`src/core/cmd_irq_pkg.sv`:
```
// Constants for the command register interrupt controls
// Functional notes
// - Threshold codes 08h,10h,20h,40h give 8,16,32,64 microframes between interrupts.
// - Threshold field is 8 bits, resets to 08h; 01h,02h,04h give 1,2,4.
// - If light reset is absent, its bit always reads zero.
// - Light reset reinitialises controller logic but keeps port state and companion routing.
// - Light reset bit reads one while reset runs, zero once finished.
// - After doorbell and cache eviction, controller sets the async-advance flag.
// - Flag set and enabled gives an interrupt at the next threshold boundary.
// - Doorbell clears to zero only after the async-advance flag is set.
package cmd_irq_pkg;
	localparam logic [7:0] CMD_OFFSET = 8'h20;
	localparam int THR_LSB = 16;
	localparam int THR_MSB = 23;
	localparam int LRST_BIT = 7;
	localparam int DOORBELL_BIT = 6;
	localparam logic [7:0] THR_RESET = 8'h08;
	localparam logic [7:0] THR_MAX = 8'h40;
	localparam logic [7:0] LRST_CYCLES = 8'h10;
endpackage : cmd_irq_pkg
```
`src/core/cmd_irq_ctrl.sv`:
```
// Threshold, light reset and async-advance doorbell part of the command register
`timescale 1ns/1ps
module cmd_irq_ctrl #(
	parameter bit LRST_IMPL = 1'b1
) (
	input wire logic mclk,
	input wire logic rst,
	input wire logic cmd_wr,
	input wire logic [31:0] cmd_wdata,
	output logic [31:0] cmd_rdata,
	input wire logic controller_halted_flag,
	input wire logic async_sched_active,
	input wire logic async_evict_done,
	input wire logic async_advance_irq_en,
	input wire logic async_advance_flag_clr,
	input wire logic other_irq_pending,
	input wire logic microframe_tick,
	output logic async_advance_flag,
	output logic doorbell_req,
	output logic light_reset_active,
	output logic irq
);
	typedef enum logic [1:0] {DB_IDLE, DB_WAIT, DB_CLEAR} db_e;
	typedef struct packed {
		logic [7:0] thresh;
		logic doorbell;
		logic flag;
		db_e db_state;
		logic lrst;
		logic [7:0] lrst_cnt;
		logic [7:0] uf_cnt;
		logic irq;
	} state_s;
	state_s s_reg;
	state_s s_next;
	logic wr_door;
	logic wr_lrst;
	logic boundary;

	// ==================================================
	// Register read
	always_comb begin
		cmd_rdata = 32'h0000_0000;
		cmd_rdata[cmd_irq_pkg::THR_MSB:cmd_irq_pkg::THR_LSB] = s_reg.thresh;
		cmd_rdata[cmd_irq_pkg::DOORBELL_BIT] = s_reg.doorbell;
		cmd_rdata[cmd_irq_pkg::LRST_BIT] = LRST_IMPL & s_reg.lrst;
	end

	assign wr_door = cmd_wr & cmd_wdata[cmd_irq_pkg::DOORBELL_BIT];
	assign wr_lrst = cmd_wr & cmd_wdata[cmd_irq_pkg::LRST_BIT] & LRST_IMPL;
	// Threshold codes 1..64 compared directly against the counter plus one
	assign boundary = microframe_tick & ((s_reg.uf_cnt + 8'h01) >= s_reg.thresh);

	// ==================================================
	// Next state
	always_comb begin
		s_next = s_reg;
		s_next.irq = 1'b0;
		if (s_reg.lrst) begin
			// Light reset clears only this block; ports live elsewhere
			s_next.lrst_cnt = s_reg.lrst_cnt + 8'h01;
			s_next.thresh = cmd_irq_pkg::THR_RESET;
			s_next.doorbell = 1'b0;
			s_next.flag = 1'b0;
			s_next.db_state = DB_IDLE;
			s_next.uf_cnt = 8'h00;
			if (s_reg.lrst_cnt == cmd_irq_pkg::LRST_CYCLES - 8'h01) begin
				s_next.lrst = 1'b0;
			end
		end else begin
			if (wr_lrst) begin
				s_next.lrst = 1'b1;
				s_next.lrst_cnt = 8'h00;
			end
			// Written value taken as is; software keeps it legal while halted
			if (cmd_wr) begin
				s_next.thresh = cmd_wdata[cmd_irq_pkg::THR_MSB:cmd_irq_pkg::THR_LSB];
			end
			if (async_advance_flag_clr) begin
				s_next.flag = 1'b0;
			end
			case (s_reg.db_state)
				DB_IDLE: begin
					if (wr_door) begin
						s_next.doorbell = 1'b1;
						s_next.db_state = DB_WAIT;
					end
				end
				DB_WAIT: begin
					if (async_evict_done) begin
						s_next.flag = 1'b1;
						s_next.db_state = DB_CLEAR;
					end
				end
				DB_CLEAR: begin
					// Flag already set in the previous cycle
					s_next.doorbell = 1'b0;
					s_next.db_state = DB_IDLE;
				end
				default: begin
					s_next.db_state = DB_IDLE;
				end
			endcase
			if (microframe_tick) begin
				if (boundary) begin
					s_next.uf_cnt = 8'h00;
					s_next.irq = (s_reg.flag & async_advance_irq_en) | other_irq_pending;
				end else if (s_reg.uf_cnt != cmd_irq_pkg::THR_MAX) begin
					s_next.uf_cnt = s_reg.uf_cnt + 8'h01;
				end
			end
		end
	end

	always_ff @(posedge mclk) begin
		if (rst) begin
			s_reg.thresh <= cmd_irq_pkg::THR_RESET;
			s_reg.doorbell <= 1'b0;
			s_reg.flag <= 1'b0;
			s_reg.db_state <= DB_IDLE;
			s_reg.lrst <= 1'b0;
			s_reg.lrst_cnt <= 8'h00;
			s_reg.uf_cnt <= 8'h00;
			s_reg.irq <= 1'b0;
		end else begin
			s_reg <= s_next;
		end
	end

	assign async_advance_flag = s_reg.flag;
	assign doorbell_req = s_reg.doorbell;
	assign light_reset_active = s_reg.lrst;
	assign irq = s_reg.irq;
endmodule : cmd_irq_ctrl

```
`config.mk`:
```
export PLATFORM = sky130hd
export DESIGN_NAME = cmd_irq_ctrl
export DESIGN_NICKNAME = d
export VERILOG_FILES = /design/src/core/cmd_irq_pkg.sv /design/src/core/cmd_irq_ctrl.sv
export SDC_FILE = /design/constraint.sdc
export NUM_CORES = 1
export LEC_CHECK = 0
export ABC_CLOCK_PERIOD_IN_PS = 2750
export BUFFER_PORTS_ARGS = -buffer_cell sky130_fd_sc_hd__buf_2
export CORE_MARGIN = 4
export CORE_UTILIZATION = 48
export DETAILED_ROUTE_END_ITERATION = 6
export GPL_ROUTABILITY_DRIVEN = 0
export GPL_TIMING_DRIVEN = 0
export PLACE_DENSITY = 0.89
export RECOVER_POWER = 25
export REMOVE_ABC_BUFFERS = 1
export SETUP_SLACK_MARGIN = 0.05
export SLEW_MARGIN = 20
export SYNTH_ARGS = -nofsm -noshare
export SYNTH_HDL_FRONTEND = slang
export SYNTH_SLANG_ARGS = --single-unit
export TNS_END_PERCENT = 50
```
`constraint.sdc`:
```
create_clock -name mclk -period 2.75 [get_ports mclk]
set_input_delay 0.6875 -clock mclk [delete_from_list [all_inputs] [get_ports mclk]]
set_output_delay 0.6875 -clock mclk [all_outputs]
set_load 0.05 [all_outputs]
```
======== Yosys cells after proc, flatten, opt, wreduce, memory -nomap -nowiden ========
Index checks and enable logic that the tools add are counted.
storage, ports and cells
  register bits after elaboration ......... 30
  bits of input ports ..................... 42
  output and inout bits ................... 36
  logic and storage cells ................. 47
operators by class
  add/sub/neg operators ................... 2
  order comparisons ....................... 1
  equal/unequal tests ..................... 6
  multiplexer cells ....................... 14
  bitwise logic cells ..................... 7
  reduce and logical (&&, ||, !) cells .... 9
operators by type and width
  cell                   number
  $mux W9                2
  $mux W17               1
  $add A8 B1 Y8 const B  2
  $mux W8                2
  $eq A8 B4 Y1 const B   1
  $ge A8 B8 Y1           1
  $ne A8 B7 Y1 const B   1
  $reduce_and A2 Y1      3
  $reduce_bool A2 Y1     3
  $mux W1                5
  $and A1 B1 Y1          4
  $ne A2 B2 Y1 const B   2
  $pmux W2 S2            1
  $reduce_or A4 Y1       1
  $mux W3                1
  $eq A2 B1 Y1 const B   1
  $eq A2 B2 Y1 const B   1
  $logic_not A2 Y1       1
  $mux W2                1
  $not A1 Y1             2
  $pmux W1 S2            1
  $reduce_or A2 Y1       1
  $or A1 B1 Y1           1

======== Depth between registers and ports, before layout ========
  word-level depth ........................ 6
  gate-level depth with buffers ........... 11
  depth with buffers taken out ............ 10

======== Worst setup path after synthesis ========
OpenSTA, ideal clock, no wires.
  kind .................................... register to register
  from .................................... register s_reg[3] (netlist name)
  to ...................................... register, netlist name irq
  setup time .............................. 128 ps
  data arrival time ....................... 2325 ps
  required time ........................... 2622 ps
  setup slack ............................. 297 ps
  cell stages (with the launch flop) ...... 11
  path buffers ............................ 1
  clock period less this slack ............ 2453 ps
  cells stage by stage .................... dfxtp_1 buf_2 and2_2 nand2_1 and2_1 or2_2 ha_1 and3_1 a221oi_1 a21oi_1 nor3b_1
between the ends
  cells in the longest elaborated chain, start to end .. 5
RTL lines
  what                        RTL line             text
  start, declared             cmd_irq_ctrl.sv:34   state_s s_reg;
  start signal, assigned      cmd_irq_ctrl.sv:126  s_reg <= s_next;
  $add A8 B1 Y8               cmd_irq_ctrl.sv:52   assign boundary = microframe_tick & ((s_reg.uf_cnt + 8'h01) >= s_reg.thresh);
  $ge A8 B8 Y1                cmd_irq_ctrl.sv:52
  $and A1 B1 Y1               cmd_irq_ctrl.sv:52
  $not A1 Y1 (no line)        -
  $reduce_or A4 Y1 (no line)  -
No other way between the ends.
A chain may end at the register's enable or synchronous reset.

======== Final worst setup path ========
  from .................................... register s_reg[5] (netlist name)
  to ...................................... register s_reg[3] (netlist name)
between the ends
  cells in the longest elaborated chain, start to end .. 5
  elaborated cells on any way between the ends .. 7
  those cells by class .................... add/sub: 1; order compare: 1; eq/ne: 1; mux: 1; bitwise: 1; reduce/logical: 2
RTL lines
  what                          RTL line
  $add A8 B1 Y8                 cmd_irq_ctrl.sv:52
  $ge A8 B8 Y1                  cmd_irq_ctrl.sv:52
  $and A1 B1 Y1                 cmd_irq_ctrl.sv:52
  $reduce_bool A2 Y1 (no line)  -
  $reduce_and A2 Y1 (no line)   -
Several ways; a longest one is shown, not always the timed one.

==> flow_metrics.py <==
metrics = {
    "yosys": {
        "synth-main-ff-cell": "dfxtp_1",
        "synth_edf_count": 0,
        "synthCells": 216,
        "ys_warn_count": 0,
        "syn_area_um2": 1830,
        "async_flop_share_pct": 0,
        "seq_area_frac_synth_pct": 32.8,
        "ys_ff_latch": 30,
        "synth_cell_types": 43,
        "syn_area_per_cell_um2": 8.48,
    },
    "power_and_ir_drop": {
        "ir_drop_uv": 303,
        "p_leak_nw": 0.876,
        "p_total_mw": 1.04,
        "power.density_nw_per_um2": 522,
    },
    "global_route": {
        "grt_usage_pct": 15.1,
        "grt_pass1_vias": 1393,
        "grt_antenna_before_repair": 0,
        "grt_pass1_wl_um": 6070,
        "grt_max_degree": 18,
        "overflow": 0,
    },
    "sta": {
        "skew_ns": 0.00288,
        "finalCriticalPeriod_ns": 2.58,
        "hold_viol": 0,
        "slew_violations": 0,
        "fin_crit_sh_pct": 93.7,
        "setup_violations": 0,
        "max_freq_ghz": 0.388,
        "timing.hold.ws_ns": 0.453,
        "tns_ns": 0,
        "worst_pin_slew_ns": 0.771,
        "rsz0062_at_grt": "false",
        "slew_headroom_pct": 48.6,
    },
    "clock_network": {
        "htree_levels": 2,
        "cts_buffers": 5,
        "cts.path.max_buffers": 2,
        "post-cts-setup-buffers": 0,
        "clk_pin_slew_ns": 0.06,
        "cts_tree": "built",
        "cts_hold_buf": 0,
        "cts-root-buf": "clkbuf_8",
        "cts_sinks": 30,
        "clk_latency_ns": 0.28,
    },
    "route": {
        "drt-wirelength-per-cell_um": 13.0,
        "dr.pass1.iters": 4,
        "ant_nets": 0,
        "vias": 1498,
        "drc": 0,
        "drtIter0Drc": 96,
        "wl_um": 3680,
        "via_per_inst": 5.27,
    },
    "worst_setup_path": {
        "worstSetupPathType": "reg -> reg",
        "endpoint_kind": "register",
        "cp_data_arrival_time_ns": 2.78,
        "required_ns": 2.95,
        "cp_max_fo": 7,
        "rrSetupSlack_ns": 0.17,
        "worstSetupStartpointType": "register",
    },
    "floorplan": {
        "io_pins": 78,
        "num_rows": 22,
        "coreArea_um2": 3660,
        "chipHeight_um": 69.8,
        "start_util_pct": 50.0,
        "fp.dieW_um": 69.8,
        "die_area_um2": 4870,
    },
    "min_path": {
        "hp-class": "reg -> reg",
    },
    "place": {
        "io_buffers": 31,
        "placed_cells": 278,
        "hpwl_um": 2790,
    },
    "final_layout": {
        "final_nets": 290,
        "largest_register_ffs": 18,
        "drive_gt1_share_pct": 24.6,
        "mostFrequentLayoutCells": "buf_2 (30), dfxtp_1 (25), conb_1 (22)",
        "diodes": 0,
        "instances_no_fill": 284,
        "area.growth.synth_to_final_pct": 8.67,
        "layout_commonest_cell": "buf_2",
        "fill_cells": 336,
    },
    "run": {
        "maxCapViolCount": 0,
    },
    "outcome": {
        "outcome": "finished clean",
    },
}
[per-layer routing]
layer	global-route usage [%]	share of wire, %	up-vias
met4	7.87	1.8	0
met1	17.7	40	700
met2	25.8	50	57
li1	-	-	733
met3	2.75	7.4	8
met5	0	0	-
[power breakdown]
part	internal [mW]	total, mW	switching (mW)
clock network	0.192	0.339	0.147
logic	0.0583	0.234	0.176
registers	0.450	0.465	0.0150
[synth_stat cells (2+ instances only)]
library cell  instances  area (um2)
a211oi_1              2        15.0
a21oi_1               9        45.0
a221oi_1              2        17.5
a31oi_1               4        25.0
and3_1                2        12.5
buf_1                 2        7.51
buf_4                32         240
clkbuf_1              3        11.3
dfxtp_1              30         601
ha_1                 11         138
inv_1                15        56.3
mux2i_1               7        70.1
nand2_1              15        56.3
nand3_1              13        65.1
nand4_1               4        25.0
nand4b_1              2        17.5
nor2_1               21        78.8
nor2b_1               2        12.5
nor3_1                4        20.0
nor3b_1               2        15.0
o211ai_1              2        15.0
o21ai_0               2        10.0
o22ai_1               2        12.5
or2_2                 3        18.8
xnor2_1               6        52.6
xor2_1                2        17.5
[cells by family (layout without fill, tap and decap cells)]
family | after synthesis | count (layout) | share of synthesized area, %
buffers and inverters | 53 | 52 | 17.5
xor gates and xnor gates | 8 | 8 | 3.83
AOI/OAI and AO/OA | 30 | 30 | 13.0
other | 1 | 22 | 0.205
and+or+nand+nor | 75 | 75 | 20.7
DFF | 30 | 30 | 32.8
adders and majority gates | 11 | 11 | 7.51
muxes | 8 | 8 | 4.44
[critical path: stages (launching register included)]
cell      delay, ns
dfxtp_2        0.39
and3_1         0.21
nand2_1        0.08
and2_1         0.16
or2_2          0.30
ha_1           0.27
and3_2         0.26
a221o_1        0.34
nor2_4         0.17
nand4b_1       0.13
a31oi_1        0.18
[worst paths after layout]
kind / from / cells after the start / to
setup reg to reg: s_reg[5]$_SDFFE_PP0P_ / 10 / s_reg[3]$_SDFFE_PP0P_
hold reg to reg: s_reg[18]$_SDFFE_PP0P_ / 2 / s_reg[19]$_SDFFE_PP0P_
hold / removal: s_reg[18]$_SDFFE_PP0P_ / 2 / s_reg[19]$_SDFFE_PP0P_
setup / recovery: s_reg[5]$_SDFFE_PP0P_ / 10 / s_reg[3]$_SDFFE_PP0P_
[metrics by stage]
| step | util, % | instance area [um2] | worst slack [ns] |
|---|---|---|---|
| floorplan | - | 1650 | 0.272 |
| global placement | 50.9 | 1860 | -0.0916 |
| detailed placement | 50.9 | 1860 | -0.148 |
| CTS | 53.3 | 1950 | 0.0564 |
| global route | 54.4 | 1990 | 0.0142 |
| finish | 54.4 | 1990 | 0.173 |
[cell type report]
type / instances / area (um2) / share of cell area (%)
Timing Repair Buffer: 31 / 154 / 7.73
Multi-Input combinational cell: 154 / 1030 / 51.8
Inverter: 15 / 56.3 / 2.83
Clock buffer: 6 / 82.6 / 4.15
Tap cell: 48 / 60.1 / 3.02
Sequential cell: 30 / 607 / 30.5
[timing repair]
action	CTS	global route
pin swaps	0	1
setup endpoints to repair	8	9
gates resized for setup	2	11
(Power assumes the default switching activity.)
